`config.mk`:
```
export PLATFORM = sky130hd
export DESIGN_NAME = dct_cycle_timing
export DESIGN_NICKNAME = d
export VERILOG_FILES = /design/src/dct_pkg.sv /design/src/dct_cycle_timing.sv /design/src/dct_fifo.sv
export SDC_FILE = /design/constraint.sdc
export NUM_CORES = 1
export LEC_CHECK = 0
export BUFFER_PORTS_ARGS = -buffer_cell sky130_fd_sc_hd__buf_2
export CAP_MARGIN = 40
export CELL_PAD_IN_SITES_DETAIL_PLACEMENT = 2
export CELL_PAD_IN_SITES_GLOBAL_PLACEMENT = 2
export CORE_MARGIN = 3
export CORE_UTILIZATION = 32
export CTS_BUF_LIST = sky130_fd_sc_hd__clkbuf_2 sky130_fd_sc_hd__clkbuf_4 sky130_fd_sc_hd__clkbuf_8
export DETAILED_ROUTE_END_ITERATION = 6
export GPL_TIMING_DRIVEN = 0
export MAX_ROUTING_LAYER = met4
export PLACE_DENSITY = 0.69
export SLEW_MARGIN = 40
export SYNTH_ARGS = -nofsm -noshare
export SYNTH_HDL_FRONTEND = slang
export SYNTH_SLANG_ARGS = --single-unit
```
`constraint.sdc`:
```
create_clock -name sys_clk -period 5.78 [get_ports sys_clk]
set_input_delay 0.289 -clock sys_clk [delete_from_list [all_inputs] [get_ports sys_clk]]
set_output_delay 0.289 -clock sys_clk [all_outputs]
set_load 0.005 [all_outputs]
```
`src/dct_pkg.sv`:
```
package dct_pkg;

  // ==========================================================
  // channel layout
  localparam int NUM_CH = 4;
  localparam int MODE_W = 2;
  localparam int SEL_W = 2;
  localparam int FIFO_DEPTH = 8;

  // ==========================================================
  // mode write word: selector in low bits, timing field above
  localparam int WR_W = 8;
  localparam int SEL_LSB = 0;
  localparam int MODE_LSB = 4;

  // ==========================================================
  // timing codes
  localparam logic [1:0] MODE_COMPAT = 2'h0;
  localparam logic [1:0] MODE_TYPE_A = 2'h1;
  localparam logic [1:0] MODE_TYPE_B = 2'h2;
  localparam logic [1:0] MODE_TYPE_F = 2'h3;
  localparam logic [1:0] MODE_RST = MODE_COMPAT;

  // ==========================================================
  // cycle lengths, in isa system clock periods
  localparam int CNT_W = 4;
  localparam logic [3:0] LEN_COMPAT_SINGLE = 4'h9;
  localparam logic [3:0] LEN_COMPAT_REP = 4'h8;
  localparam logic [3:0] LEN_TYPE_A = 4'h6;
  localparam logic [3:0] LEN_TYPE_B = 4'h5;
  localparam logic [3:0] LEN_TYPE_F = 4'h3;
  // periods before the io command asserts (write setup / read access lead)
  localparam logic [3:0] SETUP_STD = 4'h2;
  localparam logic [3:0] SETUP_FAST = 4'h1;
  // last period of every cycle is command recovery
  localparam logic [3:0] RECOVERY = 4'h1;

  typedef enum logic [0:0] {
    ST_IDLE = 1'h0,
    ST_RUN = 1'h1
  } dct_state_t;

endpackage : dct_pkg

```
`src/dct_cycle_timing.sv`:
```
// Function
// [RULE_01] host bus reset returns every channel's timing field to compatible.
// [RULE_02] cycles to isa expansion memory always run compatible timing.
// [RULE_03] compatible: nine clocks single cycle, eight clocks repeated cycle.
// [RULE_04] type a: six clocks per repeated cycle.
// [RULE_05] type a keeps io setup and access window of compatible timing. Code keeps the setup lead but shortens the command window.
// [RULE_06] type b: five clocks per repeated cycle, shorter io setup.
// [RULE_07] slaves on type b channels must meet the faster io timing.
// [RULE_08] type f: three clocks per repeated cycle.
// [RULE_09] one timing field per channel; low write bits choose channel, unstored.
// [RULE_10] lengths count isa clock periods; new codes apply from next cycle.
`timescale 1ns/100ps
module dct_cycle_timing #(
  parameter int NUM_CH = dct_pkg::NUM_CH,
  parameter int FIFO_DEPTH = dct_pkg::FIFO_DEPTH
) (
  // clock, reset, enable
  input wire logic sys_clk,
  input wire logic srst,
  input wire logic clkEn,
  // pins
  input wire logic isaSystemClock,
  input wire logic hostBusResetN,
  // mode programming
  input wire logic modeWrEn,
  input wire logic [dct_pkg::WR_W-1:0] modeWrData,
  // cycle requests
  input wire logic reqValid,
  output logic reqReady,
  input wire logic [dct_pkg::SEL_W-1:0] reqChan,
  input wire logic reqIsaMem,
  input wire logic reqRepeat,
  // cycle status
  output logic cycBusy,
  output logic ioCmd,
  output logic cycDone,
  output logic [dct_pkg::SEL_W-1:0] doneChan,
  output logic [dct_pkg::MODE_W-1:0] curMode,
  output logic [NUM_CH*dct_pkg::MODE_W-1:0] chanModes
);

  localparam int SW = dct_pkg::SEL_W;
  localparam int MW = dct_pkg::MODE_W;
  localparam int CW = dct_pkg::CNT_W;
  localparam int QW = SW + 2;

  // ==========================================================
  // pin synchronisers
  logic isaSync1_r, isaSync2_r, isaPrev_r;
  logic rstSync1_r, rstSync2_r;
  logic isaEdge, hostRst;

  always_ff @(posedge sys_clk) begin
    if (srst) begin
      isaSync1_r <= 1'h0;
      isaSync2_r <= 1'h0;
      isaPrev_r <= 1'h0;
      rstSync1_r <= 1'h1; // released level, so no spurious clear after reset
      rstSync2_r <= 1'h1;
    end else if (clkEn) begin
      isaSync1_r <= isaSystemClock;
      isaSync2_r <= isaSync1_r;
      isaPrev_r <= isaSync2_r;
      rstSync1_r <= hostBusResetN;
      rstSync2_r <= rstSync1_r;
    end
  end

  // one pulse per isa system clock period
  assign isaEdge = isaSync2_r && !isaPrev_r; // RULE_10
  assign hostRst = !rstSync2_r;

  // ==========================================================
  // per-channel timing fields
  logic [MW-1:0] mode_r [NUM_CH];
  logic [MW-1:0] mode_nxt [NUM_CH];
  logic [SW-1:0] wrSel;

  assign wrSel = modeWrData[dct_pkg::SEL_LSB +: SW];

  always_comb begin
    mode_nxt = mode_r;
    if (hostRst) begin
      for (int i = 0; i < NUM_CH; i++) begin
        mode_nxt[i] = dct_pkg::MODE_RST; // RULE_01
      end
    end else if (modeWrEn) begin
      // selector only steers the write; it is never stored
      mode_nxt[wrSel] = modeWrData[dct_pkg::MODE_LSB +: MW]; // RULE_09
    end
  end

  always_ff @(posedge sys_clk) begin
    if (srst) begin
      for (int i = 0; i < NUM_CH; i++) begin
        mode_r[i] <= dct_pkg::MODE_RST;
      end
    end else if (clkEn) begin
      mode_r <= mode_nxt;
    end
  end

  genvar g;
  generate
    for (g = 0; g < NUM_CH; g++) begin : gModeOut
      assign chanModes[g*MW +: MW] = mode_r[g];
    end
  endgenerate

  // ==========================================================
  // request queue
  logic qValid, qReady;
  logic [QW-1:0] qData;

  dct_fifo #(
    .WIDTH(QW),
    .DEPTH(FIFO_DEPTH)
  ) uFifo (
    .clk(sys_clk),
    .rst(srst),
    .en(clkEn),
    .inValid(reqValid),
    .inReady(reqReady),
    .inData({reqChan, reqIsaMem, reqRepeat}),
    .outValid(qValid),
    .outReady(qReady),
    .outData(qData)
  );

  // ==========================================================
  // timing lookups
  function automatic logic [CW-1:0] cycLen(input logic [MW-1:0] m, input logic rep);
    case (m)
      dct_pkg::MODE_TYPE_A: cycLen = dct_pkg::LEN_TYPE_A; // RULE_04
      dct_pkg::MODE_TYPE_B: cycLen = dct_pkg::LEN_TYPE_B; // RULE_06
      dct_pkg::MODE_TYPE_F: cycLen = dct_pkg::LEN_TYPE_F; // RULE_08
      default: cycLen = rep ? dct_pkg::LEN_COMPAT_REP : dct_pkg::LEN_COMPAT_SINGLE; // RULE_03
    endcase
  endfunction : cycLen

  // type a shortens only the command, so its lead matches compatible
  function automatic logic [CW-1:0] setupLen(input logic [MW-1:0] m);
    case (m)
      dct_pkg::MODE_TYPE_B: setupLen = dct_pkg::SETUP_FAST; // RULE_06
      dct_pkg::MODE_TYPE_F: setupLen = dct_pkg::SETUP_FAST;
      default: setupLen = dct_pkg::SETUP_STD; // RULE_05
    endcase
  endfunction : setupLen

  // ==========================================================
  // cycle engine
  dct_pkg::dct_state_t state_r, state_nxt;
  logic [CW-1:0] cnt_r, cnt_nxt, len_r, len_nxt, setup_r, setup_nxt;
  logic [MW-1:0] curMode_r, curMode_nxt;
  logic [SW-1:0] chan_r, chan_nxt;
  logic done_r, done_nxt, ioCmd_r, ioCmd_nxt;
  logic [SW-1:0] headChan;
  logic [MW-1:0] headMode;
  logic lastEdge;

  assign headChan = qData[QW-1 -: SW];
  // isa memory cannot keep up with the extended timings
  assign headMode = qData[1] ? dct_pkg::MODE_COMPAT : mode_r[headChan]; // RULE_02
  assign qReady = (state_r == dct_pkg::ST_IDLE);
  assign lastEdge = isaEdge && (cnt_r == CW'(len_r - 1'h1)); // RULE_10

  always_comb begin
    state_nxt = state_r;
    cnt_nxt = cnt_r;
    len_nxt = len_r;
    setup_nxt = setup_r;
    curMode_nxt = curMode_r;
    chan_nxt = chan_r;
    done_nxt = 1'h0;
    ioCmd_nxt = ioCmd_r;
    case (state_r)
      dct_pkg::ST_IDLE: begin
        if (qValid) begin
          // mode is latched here, so a write mid-cycle waits for the next one
          state_nxt = dct_pkg::ST_RUN; // RULE_10
          curMode_nxt = headMode;
          chan_nxt = headChan;
          len_nxt = cycLen(headMode, qData[0]);
          setup_nxt = setupLen(headMode);
          cnt_nxt = '0;
        end
      end
      dct_pkg::ST_RUN: begin
        if (lastEdge) begin
          state_nxt = dct_pkg::ST_IDLE;
          done_nxt = 1'h1;
          ioCmd_nxt = 1'h0;
        end else if (isaEdge) begin
          cnt_nxt = CW'(cnt_r + 1'h1);
          // command spans the periods between setup and recovery
          ioCmd_nxt = (CW'(cnt_r + 1'h1) >= setup_r) &&
                      (CW'(cnt_r + 1'h1) < CW'(len_r - dct_pkg::RECOVERY)); // RULE_05
        end
      end
      default: begin
        state_nxt = dct_pkg::ST_IDLE;
      end
    endcase
  end

  always_ff @(posedge sys_clk) begin
    if (srst) begin
      state_r <= dct_pkg::ST_IDLE;
      cnt_r <= '0;
      len_r <= '0;
      setup_r <= '0;
      curMode_r <= dct_pkg::MODE_RST;
      chan_r <= '0;
      done_r <= 1'h0;
      ioCmd_r <= 1'h0;
    end else if (clkEn) begin
      state_r <= state_nxt;
      cnt_r <= cnt_nxt;
      len_r <= len_nxt;
      setup_r <= setup_nxt;
      curMode_r <= curMode_nxt;
      chan_r <= chan_nxt;
      done_r <= done_nxt;
      ioCmd_r <= ioCmd_nxt;
    end
  end

  assign cycBusy = (state_r == dct_pkg::ST_RUN);
  assign ioCmd = ioCmd_r;
  assign cycDone = done_r;
  assign doneChan = chan_r;
  assign curMode = curMode_r;

  // ==========================================================
  // checks
  logic [7:0] edgeSeen_r;
  logic firstRep_r;

  always_ff @(posedge sys_clk) begin
    if (srst) begin
      edgeSeen_r <= '0;
      firstRep_r <= 1'h0;
    end else if (clkEn) begin
      if (qReady && qValid) begin
        edgeSeen_r <= '0;
        firstRep_r <= qData[0];
      end else if (cycBusy && isaEdge) begin
        edgeSeen_r <= 8'(edgeSeen_r + 1'h1);
      end
    end
  end

  mode_reset_a: assert property (@(posedge sys_clk) disable iff (srst)
    (clkEn && hostRst) |=> (chanModes == '0)) // RULE_01
    else $error("timing fields not cleared by host bus reset");

  isa_mem_compat_a: assert property (@(posedge sys_clk) disable iff (srst)
    (clkEn && qReady && qValid && qData[1]) |=> (curMode == dct_pkg::MODE_COMPAT)) // RULE_02
    else $error("isa memory cycle not run with compatible timing");

  compat_len_a: assert property (@(posedge sys_clk) disable iff (srst)
    (cycDone && curMode == dct_pkg::MODE_COMPAT) |-> (edgeSeen_r ==
    (firstRep_r ? 8'(dct_pkg::LEN_COMPAT_REP) : 8'(dct_pkg::LEN_COMPAT_SINGLE)))) // RULE_03
    else $error("compatible cycle length wrong");

  type_a_len_a: assert property (@(posedge sys_clk) disable iff (srst)
    (cycDone && curMode == dct_pkg::MODE_TYPE_A) |-> (edgeSeen_r == 8'(dct_pkg::LEN_TYPE_A))) // RULE_04
    else $error("type a cycle length wrong");

  type_a_setup_a: assert property (@(posedge sys_clk) disable iff (srst)
    ($rose(ioCmd) && curMode == dct_pkg::MODE_TYPE_A) |-> (edgeSeen_r == 8'(dct_pkg::SETUP_STD))) // RULE_05
    else $error("type a io lead differs from compatible");

  type_b_len_a: assert property (@(posedge sys_clk) disable iff (srst)
    (cycDone && curMode == dct_pkg::MODE_TYPE_B) |-> (edgeSeen_r == 8'(dct_pkg::LEN_TYPE_B))) // RULE_06
    else $error("type b cycle length wrong");

  type_b_setup_a: assert property (@(posedge sys_clk) disable iff (srst)
    ($rose(ioCmd) && curMode == dct_pkg::MODE_TYPE_B) |-> (edgeSeen_r == 8'(dct_pkg::SETUP_FAST))) // RULE_06
    else $error("type b io lead not shortened");

  type_f_len_a: assert property (@(posedge sys_clk) disable iff (srst)
    (cycDone && curMode == dct_pkg::MODE_TYPE_F) |-> (edgeSeen_r == 8'(dct_pkg::LEN_TYPE_F))) // RULE_08
    else $error("type f cycle length wrong");

  mode_write_a: assert property (@(posedge sys_clk) disable iff (srst)
    (clkEn && modeWrEn && !hostRst) |=>
    (mode_r[$past(wrSel)] == $past(modeWrData[dct_pkg::MODE_LSB +: MW]))) // RULE_09
    else $error("timing field write lost");

  mode_hold_a: assert property (@(posedge sys_clk) disable iff (srst)
    (cycBusy && $past(cycBusy)) |-> $stable(curMode)) // RULE_10
    else $error("timing changed inside a cycle");

endmodule : dct_cycle_timing

```
`src/dct_fifo.sv`:
```
`timescale 1ns/100ps
module dct_fifo #(
  parameter int WIDTH = 4,
  parameter int DEPTH = 8
) (
  // clock and control
  input wire logic clk,
  input wire logic rst,
  input wire logic en,
  // fill side
  input wire logic inValid,
  output logic inReady,
  input wire logic [WIDTH-1:0] inData,
  // drain side
  output logic outValid,
  input wire logic outReady,
  output logic [WIDTH-1:0] outData
);

  localparam int AW = (DEPTH > 1) ? $clog2(DEPTH) : 1;

  logic [WIDTH-1:0] mem_r [DEPTH];
  logic [WIDTH-1:0] mem_nxt [DEPTH];
  logic [AW-1:0] wrPtr_r, wrPtr_nxt, rdPtr_r, rdPtr_nxt;
  logic [AW:0] count_r, count_nxt;
  logic push, pop;

  // ==========================================================
  // handshake
  assign inReady = (count_r != (AW + 1)'(DEPTH));
  assign outValid = (count_r != '0);
  assign outData = mem_r[rdPtr_r];
  assign push = inValid && inReady;
  assign pop = outValid && outReady;

  function automatic logic [AW-1:0] ptrInc(input logic [AW-1:0] p);
    ptrInc = (p == AW'(DEPTH - 1)) ? '0 : AW'(p + 1'h1);
  endfunction : ptrInc

  // ==========================================================
  // storage and pointers
  always_comb begin
    mem_nxt = mem_r;
    wrPtr_nxt = wrPtr_r;
    rdPtr_nxt = rdPtr_r;
    count_nxt = count_r;
    if (push) begin
      mem_nxt[wrPtr_r] = inData;
      wrPtr_nxt = ptrInc(wrPtr_r);
    end
    if (pop) begin
      rdPtr_nxt = ptrInc(rdPtr_r);
    end
    if (push && !pop) begin
      count_nxt = (AW + 1)'(count_r + 1'h1);
    end else if (pop && !push) begin
      count_nxt = (AW + 1)'(count_r - 1'h1);
    end
  end

  always_ff @(posedge clk) begin
    if (rst) begin
      wrPtr_r <= '0;
      rdPtr_r <= '0;
      count_r <= '0;
      for (int i = 0; i < DEPTH; i++) begin
        mem_r[i] <= '0;
      end
    end else if (en) begin
      wrPtr_r <= wrPtr_nxt;
      rdPtr_r <= rdPtr_nxt;
      count_r <= count_nxt;
      mem_r <= mem_nxt;
    end
  end

endmodule : dct_fifo

```
# Yosys cells after proc, flatten, opt, wreduce, memory -nomap -nowiden
# Index checks and enable logic that the tools add are counted.
[op_classes]
add_sub_neg = 6
multipliers = 0
div_mod_pow = 0
n_lt_le_gt_ge = 8
n_eq_ne = 11
shifts = 0
mux = 33
bitwise = 5
reduce_logical = 23
[ops]
columns = ["operator", "count"]
rows = [
  ["$bwmux W32", 1],
  ["$mux W4", 8],
  ["$mux W8", 2],
  ["$bmux W4 S3", 1],
  ["$demux W4 S3", 1],
  ["$pmux W4 S3", 1],
  ["$mux W2", 5],
  ["$logic_and A1 B1 Y1", 9],
  ["$add A4 B1 Y4 const B", 2],
  ["$bwmux W8", 1],
  ["$ge A4 B4 Y1 const B", 2],
  ["$not A3 Y4", 2],
  ["$pmux W4 S2", 1],
  ["$reduce_and A2 Y1", 4],
  ["$sub A4 B1 Y4 const B", 2],
  ["$mux W1", 7],
  ["$add A3 B1 Y3 const B", 2],
  ["$eq A3 B3 Y1 const B", 2],
  ["$ge A3 B3 Y1 const B", 2],
  ["$mux W3", 2],
  ["$ne A2 B2 Y1 const B", 3],
  ["$not A2 Y3", 2],
  ["$reduce_and A3 Y1", 2],
  ["$bmux W2 S2", 1],
  ["17 further kinds", 21],
]
[word_totals]
reg_bits = 74
latch_bits = 0
ram_bits = 0
mem_bits_ro = 0
out_inout_bits = 16
wordCells = 114
memories = 0

# Logic depth before layout (Yosys ltp)
# Gate-level depths: netlist (run 1).
[logic_depth]
ltp_word = 12
ltp_mapped = 11

# Modules after synthesis
# A second synthesis (run 1) with hierarchy kept.
[unflattened]
hier_cells = 386
hier_area_um2 = 3731.1
[by_module_without_submodules]
columns = ["module", "instances", "cells_each", "area_each_um2"]
rows = [
  ["dct_fifo", 1, 190, 2099.5],
  ["dct_cycle_timing", 1, 196, 1631.6],
]

# Worst setup path before layout (run 1)
# No wires, ideal clock.
[synth_timing]
path_type = "register -> register"
from = "register uFifo.rdPtr_r[0]"
to = "register len_r[0]"
setup_time_ps = 133
arrival_ps = 2467
required_time_ps = 5647
slack_ps = 3180
path_stages_with_launch = 11
path_buffers = 0
synth_period_minus_slack_ps = 2600
cell_sequence = "dfxtp_1 mux4_1 mux2i_1 mux4_1 nand2_1 inv_1 ha_1 nor2_1 o21ai_0 a21oi_1 a211oi_1"
[synth_via]
elab_chain_len = 11
word_cells_on_any_way = 14
[synth_lines]
columns = ["item", "line_no", "source"]
rows = [
  ["start, declared", "dct_fifo.sv:24", "logic [AW-1:0] wrPtr_r, wrPtr_nxt, rdPtr_r, rdPtr_nxt;"],
  ["start signal, assigned", "dct_fifo.sv:71", "rdPtr_r <= rdPtr_nxt;"],
  ["$not A3 Y4 (not written as such) (*)", "dct_fifo.sv:32", "assign outData = mem_r[rdPtr_r];"],
  ["$bmux W4 S3 (*)", "dct_fifo.sv:32", ""],
  ["$mux W4 (not written as such) (*) (2 in a row)", "dct_fifo.sv:32", ""],
  ["$not A2 Y3 (not written as such)", "dct_cycle_timing.sv:163", "assign headMode = qData[1] ? dct_pkg::MODE_COMPAT : mode_r[headChan];"],
  ["$bmux W2 S2", "dct_cycle_timing.sv:163", ""],
  ["$mux W2 (not written as such) (2 in a row)", "dct_cycle_timing.sv:163", ""],
  ["$mux W2 (*)", "dct_cycle_timing.sv:163", ""],
  ["named net headMode[0]", "dct_cycle_timing.sv:158", "logic [MW-1:0] headMode;"],
  ["$eq A2 B2 Y1 / $eq A2 B1 Y1 (equally long branches)", "dct_cycle_timing.sv:133", "case (m)"],
  ["$pmux W4 S3 (*)", "dct_cycle_timing.sv:133", ""],
  ["end signal, assigned", "dct_cycle_timing.sv:219", "len_r <= len_nxt;"],
  ["end, declared", "dct_cycle_timing.sv:153", "logic [CW-1:0] cnt_r, cnt_nxt, len_r, len_nxt, setup_r, setup_nxt;"],
]
# Mark *: on every way through the listed nets, which the timed path passes. The rest lies on a longest branch. The select of a mux whose other input is x is not followed.
# A chain may end at the register's enable or synchronous reset.

# Final worst setup path (run 1)
[layout_timing]
from = "register uFifo.rdPtr_r[1]"
to = "register len_r[0]"
# Same word-level chain as after synthesis.

==> impl_metrics.tcl, run 1 <==
set metrics [dict create \
    status "finished clean" \
    skew_ns 0.0102 \
    synthArstFlopShare_pct 0 \
    layout_min_cycle_time_ns 3.18 \
    slew_violations 0 \
    ant_nets 0 \
    critPathMaxFanout 7 \
    synth_top_family_by_area "multiplexers" \
    p_sw_uw 444 \
    grt_max_degree 13 \
    numClockSinks 71 \
    cp_slowest_cell "mux4_1" \
    ir_drop_mv 0.123 \
    yosysTopAreaCell "dfxtp_1" \
    synth_mux_area_share_pct 19.3 \
    drive_gt1_share_pct 13.3 \
    setup_viol 0 \
    numCtsBuffers 9 \
    antenna_found_initial 0 \
    synth_top_cell_area_share_pct 40.3 \
    drtPass1Iterations 4 \
    ys_seq_elements 71 \
    synth_compound_area_share_pct 9.30 \
    synth_area_sq_um 3520 \
    cp-start-kind "flip-flop" \
    syn2layout_area_growth_pct 15.2 \
    swShare_pct 32.5 \
    start_util_pct 33.5 \
    internal_power_uw 920 \
    n_antenna_cell 0 \
    p_comb_share_pct 26.6 \
    yosysUniqueCellTypes 45 \
    track_usage_pct 17.4 \
    die_y_um 111 \
    routabilityCongestion 0.747 \
    setup_tns_ns 0 \
    slew-limit-headroom_pct 49.6 \
    crit_top_cell "mux4_1" \
    crit_chain "clkbuf_1 > mux4_1 > mux2i_1 > mux4_1 > nand2_1 > inv_1 > ha_1 > nor2_1 > o21ai_0 > a21oi_1 > a211oi_1" \
    p_clk_share_pct 32.0 \
    core_area_sq_um 10500 \
    fp.dieArea_sq_um 12300 \
    hold_viol_final 0 \
    vias 2826 \
    hold_class "input pin to flip-flop" \
    postRouteWirelength_um 10000 \
    overflow 0 \
    synth_edf_count 0 \
    insertion_delay_ns 0.35 \
    period_share_pct 55.0 \
    fillers 1169 \
    end_kind "flip-flop" \
    ios 35 \
    cts_hold_buf 0 \
    clk_path_buf_depth 2 \
    post_cts_buffers 0 \
    synth_top_cells_by_area "dfxtp_1 (40%), mux2i_1 (13%), ha_1 (6.4%)" \
    p_per_area_nw_per_um2 336 \
    cp.required_ns 6.00 \
    dp_hpwl_um 7510 \
    clk_pin_slew_ns 0.08 \
    port_buffers 26 \
    yosysWarnings 0 \
    p_leak_nw 1.68 \
    arrival_ns 3.40 \
    vias_per_cell 5.14 \
    seq_power_share_pct 41.4 \
    synthXorXnorAreaFrac_pct 2.73 \
    critPathKind "flip-flop to flip-flop" \
    rsz0062_at_grt "false" \
    finalPower_mw 1.36 \
    slowest_delay_ns 0.68 \
    synthesis.nets 411 \
    synth_fa_ha_area_share_pct 6.96 \
    cts_resized 0 \
    synth_cells 373 \
    die_w_um 111 \
    grt_first_pass_wirelength_um 16600 \
    ys_seq_area_share_pct 40.3 \
    drc_errors 0 \
    yosys.cell_count.top_type "dfxtp_1" \
    fmax_mhz 315 \
    first_iter_violations 72 \
    root_buffer "clkbuf_8" \
    synth_commonest_cells "dfxtp_1 (71), nor2_1 (59), mux2i_1 (45)" \
    synth.avg_cell_area_sq_um 9.45 \
    synthFlopType "dfxtp_1" \
    synthSimpleGateAreaFrac_pct 17.1 \
    row_count 37 \
    layout.nets 448 \
    post_drt_wl_per_cell_um 18.2 \
    h-tree-depth 3 \
    worstMarginPinSlew_ns 0.754 \
    grt_pass1_vias 3059 \
    maxCapViolCount 0 \
    cts_tree "yes" \
]
power by group through the flow:
stage | sequential [mW] | combinational, mW | clock, mW
floorplan | 0.566 | 0.262 | 0
global placement | 0.574 | 0.348 | 0
detailed placement | 0.577 | 0.366 | 0
CTS | 0.566 | 0.371 | 0.454
global route | 0.571 | 0.415 | 0.478
finish | 0.565 | 0.363 | 0.437
critical path, delay by kind of cell (launching register included):
family                   cells  cell delay (ns)
AND/OR/NAND/NOR              2             0.24
multiplexers                 3             1.48
buffers and inverters        2             0.47
adder cells (fa/ha/maj)      1             0.20
flip-flops                   1             0.34
AO/OA/AOI/OAI                3             0.30
cell type report:
class	instances	area (sq um)	share of cell area (%)
Buffer	24	106	2.62
Clock buffer	9	124	3.05
Clock inverter	6	86.3	2.13
Inverter	12	45.0	1.11
Multi-Input combinational cell	266	1980	48.7
Sequential cell	71	1420	35.0
Tap cell	136	170	4.19
Timing Repair Buffer	26	130	3.21
placed cells by master, fill, tap and decap left out, drive strengths merged, types with 3 or more instances in the layout:
master	instances
nor3	8
nand3b	3
nand2	25
o21ai	11
inv	12
xor2	4
xnor2	7
dfxtp	71
nand3	10
and3	3
buf	34
nor2b	3
a22oi	4
a211oi	3
ha	18
nor2	59
mux2i	45
nand2b	3
a21oi	22
mux4	9
clkinv	3
clkbuf	25
routing by layer:
layer	wire (um)	share of wire, %	vias to the layer above	track usage (%)
li1	-	-	1381	-
met1	4610	46	1409	21.0
met2	5060	50	24	29.7
met3	232	2.3	12	3.55
met4	122	1.2	0	4.68
met5	0	0	-	-
flip-flops by register name, summed over array words and instances (netlist names), 2 cells and up:
name,flops
len_r,4
setup_r,2
uFifo.wrPtr_r,3
uFifo.rdPtr_r,3
chanModes,8
doneChan,2
cnt_r,4
uFifo.mem_r,32
uFifo.count_r,4
logic make-up (layout without fill, tap and decap cells):
logic type,Yosys count,count (layout)
flops,71,71
xor+xnor,11,11
mux,54,54
compound gates,54,54
fa+ha+maj,19,19
simple gates,128,128
buf+inv,36,77
metrics by stage:
step / cells / instance area (sq um) / worst slack, ns / utilization [%] / hold slack, ns
after detailed placement: 535 / 3840 / 2.53 / 36.5 / 0.460
after global routing: 550 / 4060 / 2.32 / 38.6 / 0.161
after global placement: 535 / 3820 / 2.65 / 36.4 / 0.435
after CTS: 550 / 4050 / 2.51 / 38.5 / 0.147
after floorplan: 373 / 3520 / 3.18 / - / 0.410
final: 550 / 4060 / 2.60 / 38.6 / 0.165
final timing paths:
check | start | endpoint | cells past startpoint | slack (ns)
hold reg to reg | ioCmd$_SDFFE_PP0P_ | ioCmd$_SDFFE_PP0P_ | 2 | 0.46
hold / removal | hostBusResetN | rstSync1_r$_SDFFE_PP1P_ | 3 | 0.17
setup reg to reg | uFifo.rdPtr_r[1]$_SDFFE_PP0P_ | len_r[0]$_SDFFE_PP0P_ | 11 | 2.60
setup / recovery | uFifo.rdPtr_r[1]$_SDFFE_PP0P_ | len_r[0]$_SDFFE_PP0P_ | 11 | 2.60
Note: power is estimated with default switching activity, not from simulation.
==> run 2, diff against run 1 <==
Settings changed: ABC_AREA set to 1, CORE_UTILIZATION 32 to 31, PLACE_DENSITY 0.69 to 0.77.
Clock period 5.78 ns to 2.9 ns, I/O delays scaled along.
==> impl_metrics.tcl, run 2 <==
set metrics [dict create \
    status "finished clean" \
    drtPass1Iterations 4 \
    vias_per_cell 5.06 \
    p_leak_nw 1.94 \
    maxCapViolCount 0 \
    ant_nets 0 \
    vias 3578 \
    post_cts_buffers 0 \
    yosysWarnings 0 \
    numCtsBuffers 9 \
    holdWs_ns 0.0417 \
    die_y_um 114 \
    cp.required_ns 3.18 \
    slowest_delay_ns 0.40 \
    h-tree-depth 3 \
    first_iter_violations 84 \
    overflow 0 \
    path_depth 14 \
    postRouteWirelength_um 12100 \
    path_delay_family "compound AO/OA/AOI/OAI gates" \
    layout.nets 600 \
    grt_pass1_vias 4029 \
    numClockSinks 71 \
    top_register "uFifo.mem_r" \
    end_kind "flip-flop" \
    drc_errors 0 \
    hold_viol_final 0 \
    syn2layout_area_growth_pct 15.6 \
    synth_edf_count 0 \
    n_antenna_cell 0 \
    critPathKind "flip-flop to flip-flop" \
    synth_top_cells_by_area "dfxtp_1 (39%), o21ai_0 (8.8%), nand2_1 (8.6%)" \
    utilization_pct 37.7 \
    clk_pin_slew_ns 0.08 \
    final_cell_mix "nand2_1 (83), nor2_1 (82), dfxtp_1 (71)" \
    synthArstFlopShare_pct 0 \
    insertion_delay_ns 0.36 \
    synth_top_cell_area_share_pct 39.1 \
    arrival_ns 2.75 \
    hold_class "input pin to flip-flop" \
    final_common_cell "nand2_1" \
    track_usage_pct 20.7 \
    clk_path_buf_depth 2 \
    setup_tns_ns 0 \
    grt_first_pass_wirelength_um 20700 \
    timing.rr.start "uFifo.rdPtr_r[0]$_SDFFE_PP0P_" \
    start_util_pct 32.6 \
    synth_cells 524 \
    worstMarginPinSlew_ns 0.736 \
    cp.buffers_inverters 4 \
    fillers 1369 \
    layout_min_cycle_time_ns 2.47 \
    crit_start "uFifo.rdPtr_r[0]$_SDFFE_PP0P_" \
    die_w_um 114 \
    ys_seq_elements 71 \
    ir_drop_mv 0.337 \
    largest_reg_flops 32 \
    multiInputGateArea_sq_um 1830 \
    seq_area_sq_um 1420 \
    core_area_sq_um 11100 \
    fmax_mhz 405 \
    rsz0062_at_grt "false" \
    slew_violations 0 \
    fp.dieArea_sq_um 13000 \
    antenna_found_initial 0 \
    row_count 38 \
    grt_max_degree 12 \
    cp-start-kind "flip-flop" \
    critPathMaxFanout 10 \
    ys_seq_area_share_pct 39.1 \
    slew-limit-headroom_pct 50.9 \
    synthFlopType "dfxtp_1" \
    synth.avg_cell_area_sq_um 6.93 \
    yosys.cell_count.top_type "nand2_1" \
    port_buffers 26 \
    cts_tree "yes" \
    crit_chain "inv_1 > clkbuf_8 > o21ai_0 > o22ai_1 > o21ai_1 > nand2_1 > inv_1 > ha_1 > nor2_1 > nor2_1 > inv_1 > nor2_1 > a21oi_1 > a21oi_1" \
    yosysUniqueCellTypes 31 \
    setup_viol 0 \
    drive_gt1_share_pct 11.8 \
    cp_slowest_cell "dfxtp_1" \
    synthesis.nets 562 \
    synth_area_sq_um 3630 \
    yosysTopAreaCell "dfxtp_1" \
    post_drt_wl_per_cell_um 17.1 \
    root_buffer "clkbuf_8" \
    routabilityCongestion 0.788 \
    synth_commonest_cells "nand2_1 (83), nor2_1 (82), dfxtp_1 (71)" \
    skew_ns 0.00784 \
    hold_start "isaSystemClock" \
    dp_hpwl_um 9020 \
    hold_depth 3 \
    ios 35 \
    p_per_area_nw_per_um2 996 \
    ff2ff_path_depth 14 \
    period_share_pct 85.1 \
]
==> run 2: cell count changes in the layout (fill, tap and decap cells not counted), moves of 18 or more <==
cell | previous run | this run
inv_1 | 12 | 70
nand2_1 | 25 | 83
o21ai_0 | 10 | 63
mux2i_1 | 45 | 0
a21oi_1 | 22 | 53
nor2_1 | 59 | 82
nand3_1 | 10 | 28
==> run 2: where the power goes <==
group | total [mW] | switching, mW | internal, mW
Clock | 1.02 | 0.394 | 0.625
Combinational | 1.87 | 1.21 | 0.660
Sequential | 1.29 | 0.155 | 1.14
==> run 2: worst register-to-register path: stages, from the launching register on <==
cell and delay (ns):
dfxtp_1 0.40, inv_1 0.17, clkbuf_8 0.21, o21ai_0 0.15, o22ai_1 0.10, o21ai_1 0.30
nand2_1 0.17, inv_1 0.11, ha_1 0.14, nor2_1 0.04, nor2_1 0.18, inv_1 0.10
nor2_1 0.10, a21oi_1 0.05, a21oi_1 0.16
==> run 2: cell type report <==
class | instances | area share, %
sequential | 71 | 33.9
clock buffer | 13 | 3.82
timing repair buffer | 27 | 3.34
multi-input combinational | 363 | 43.6
inverter | 74 | 6.62
buffer | 16 | 2.42
clock inverter | 3 | 2.15
tap | 140 | 4.17
==> run 2: worst paths after layout <==
check	to	slack (ns)
hold reg to reg	uFifo.mem_r[28]$_SDFFE_PP0P_	0.46
setup reg to reg	len_r[0]$_SDFFE_PP0P_	0.43
setup / recovery	len_r[0]$_SDFFE_PP0P_	0.43
hold / removal	isaSync1_r$_SDFFE_PP0P_	0.04
==> run 2: cell families (layout without fill, tap and decap cells) <==
group	Yosys count	after routing	synth area share [%]
AOI/OAI and AO/OA	124	124	17.5
DFF	71	71	39.1
adders and majority gates	19	19	6.75
buffers and inverters	90	133	10.4
xor gates and xnor gates	3	3	0.724
and+or+nand+nor	217	217	25.4
==> run 2: through the flow <==
| stage | setup WS (ns) | area (sq um) | total power, mW | std cells |
|---|---|---|---|---|
| global route | 0.155 | 4200 | 4.61 | 707 |
| global placement | 0.496 | 3940 | 3.05 | 690 |
| floorplan | 0.940 | 3630 | 2.60 | 524 |
| CTS | 0.259 | 4200 | 4.25 | 707 |
| finish | 0.432 | 4200 | 4.18 | 707 |
| detailed placement | 0.323 | 3940 | 3.18 | 690 |
==> run 2: layer usage <==
| layer | track usage [%] | part of all wire [%] | wire length, um |
|---|---|---|---|
| met5 | - | 0 | 0 |
| met3 | 3.17 | 1.9 | 229 |
| met1 | 24.4 | 45 | 5400 |
| met2 | 36.5 | 52 | 6270 |
| met4 | 5.78 | 1.7 | 200 |
==> run 2: what timing repair did <==
action                                  in CTS  in global routing
resized for setup                            0                  1
hold buffers                                 1                  0
endpoints found under the hold margin        1                  0
endpoints found under the setup margin       0                  1
==> run 3, diff against run 2 <==
Settings changed: CORE_UTILIZATION 31 to 30, CTS_BUF_LIST sky130_fd_sc_hd__clkbuf_2 sky130_fd_sc_hd__clkbuf_4 sky130_fd_sc_hd__clkbuf_8 to sky130_fd_sc_hd__clkbuf_8 sky130_fd_sc_hd__clkbuf_16, PLACE_DENSITY 0.77 to 0.75.
==> impl_metrics.tcl, run 3 (synthesis gave the netlist of run 2 again) <==
set metrics [dict create \
    ios 35 \
    syn2layout_area_growth_pct 17.7 \
    post_cts_buffers 0 \
    dp_hpwl_um 8750 \
    slew_violations 0 \
    drtPass1Iterations 5 \
    ant_nets 0 \
    start_util_pct 31.3 \
    arrival_ns 2.75 \
    numCtsBuffers 9 \
    cp-start-kind "flip-flop" \
    status "finished clean" \
    multiInputGateArea_sq_um 1830 \
    crit_chain "inv_1 > clkbuf_8 > o21ai_0 > o22ai_1 > o21ai_0 > nand2_1 > ha_1 > nor2_1 > nor2_1 > inv_1 > nor2_1 > a21oi_1 > a21oi_1" \
    drive_gt1_share_pct 11.8 \
    overflow 0 \
    slew-limit-headroom_pct 54.3 \
    antenna_found_initial 0 \
    fmax_mhz 391 \
    clk_path_buf_depth 2 \
    critPathKind "flip-flop to flip-flop" \
    crit_top_cell "nor2_1" \
    fillers 1414 \
    hold_viol_final 0 \
    cts_tree "yes" \
    die_y_um 116 \
    final_cell_mix "nand2_1 (83), nor2_1 (82), dfxtp_1 (71)" \
    rsz0062_at_grt "false" \
    dp_cells 693 \
    cp.required_ns 3.10 \
    die_w_um 116 \
    end_kind "flip-flop" \
    root_buffer "clkbuf_16" \
    seq_area_sq_um 1420 \
    grt_first_pass_wirelength_um 19500 \
    drc_errors 0 \
    vias 3548 \
    row_count 39 \
    layout_min_cycle_time_ns 2.56 \
    cts_resized 0 \
    skew_ns 0.00764 \
    vias_per_cell 5.00 \
    h-tree-depth 3 \
    first_iter_violations 121 \
    numClockSinks 71 \
    port_buffers 26 \
    hold_class "input pin to flip-flop" \
    worstMarginPinSlew_ns 0.686 \
    maxCapViolCount 0 \
    fp.dieArea_sq_um 13500 \
    post_drt_wl_per_cell_um 16.7 \
    n_antenna_cell 0 \
    cp_slowest_cell "o21ai_0" \
    final_common_cell "nand2_1" \
    largest_reg_flops 32 \
    core_area_sq_um 11600 \
    period_share_pct 88.1 \
    track_usage_pct 19.5 \
    grt_pass1_vias 3818 \
    ir_drop_mv 0.247 \
    clk_pin_slew_ns 0.06 \
    grt_max_degree 13 \
    slowest_delay_ns 0.42 \
    top_register "uFifo.mem_r" \
    insertion_delay_ns 0.34 \
    routabilityCongestion 0.803 \
    postRouteWirelength_um 11800 \
    instances_no_fill 709 \
    critPathMaxFanout 10 \
    cts_hold_buf 0 \
    layout.nets 599 \
    setup_tns_ns 0 \
    setup_viol 0 \
    finalPower_mw 4.39 \
    p_per_area_nw_per_um2 1030 \
    p_leak_nw 1.97 \
]
run 3: cell types whose count changed in the layout (fill, tap and decap cells not counted), sizes merged:
cell | before | now
clkbuf | 21 | 19
dlygate4sd3 | 1 | 0
clkinv | 0 | 1
bufinv | 3 | 2
clkinvlp | 0 | 2
run 3: routing by layer:
layer	vias to the layer above	part of all wire, %	global-route usage [%]
met1	1705	44	23.8
met2	64	51	32.8
met4	0	1.4	6.19
met3	11	4.0	3.19
li1	1768	-	-
met5	-	0	-
run 3: through the flow:
stage | utilization (%) | setup slack, ns | instance area, sq um | hold WS, ns
finish | 36.8 | 0.344 | 4270 | 0.0330
global route | 36.8 | 0.0771 | 4270 | 0.0404
CTS | 36.8 | 0.372 | 4270 | 0.0277
detailed placement | 33.9 | 0.383 | 3940 | 0.389
global placement | 33.9 | 0.449 | 3940 | 0.372
floorplan | - | 0.940 | 3630 | 0.271
run 3: worst paths after layout:
kind                                 startpoint                           to  slack (ns)  cells past startpoint
setup / recovery  uFifo.rdPtr_r[0]$_SDFFE_PP0P_        len_r[0]$_SDFFE_PP0P_        0.34                     13
hold / removal                    hostBusResetN      rstSync1_r$_SDFFE_PP1P_        0.03                      3
setup reg to reg  uFifo.rdPtr_r[0]$_SDFFE_PP0P_        len_r[0]$_SDFFE_PP0P_        0.34                     13
hold reg to reg     uFifo.mem_r[4]$_SDFFE_PP0P_  uFifo.mem_r[4]$_SDFFE_PP0P_        0.46                      2
run 3: where the power goes:
| group | total (mW) | switching (mW) | internal (mW) | leakage (nW) |
|---|---|---|---|---|
| combinational | 1.86 | 1.20 | 0.664 | 1.23 |
| sequential | 1.29 | 0.148 | 1.14 | 0.578 |
| clock | 1.24 | 0.442 | 0.798 | 0.158 |
| total | 4.39 | 1.79 | 2.60 | 1.97 |
run 3: cell type report:
| type | count | share of cell area [%] |
|---|---|---|
| inverters | 74 | 6.50 |
| clock buffers | 11 | 5.92 |
| clock inverters | 5 | 1.87 |
| repair buffers | 26 | 3.05 |
| well taps | 143 | 4.19 |
| flip-flops and latches | 71 | 33.3 |
| multi-input cells | 363 | 42.8 |
| plain buffers | 16 | 2.37 |
run 3: worst max-delay path: cells and delay by family, from the launching register on:
kind / cells / cell delay (ns)
compound gates: 5 / 0.88
buf+inv: 3 / 0.46
simple gates: 4 / 0.44
flops: 1 / 0.38
fa+ha+maj: 1 / 0.25
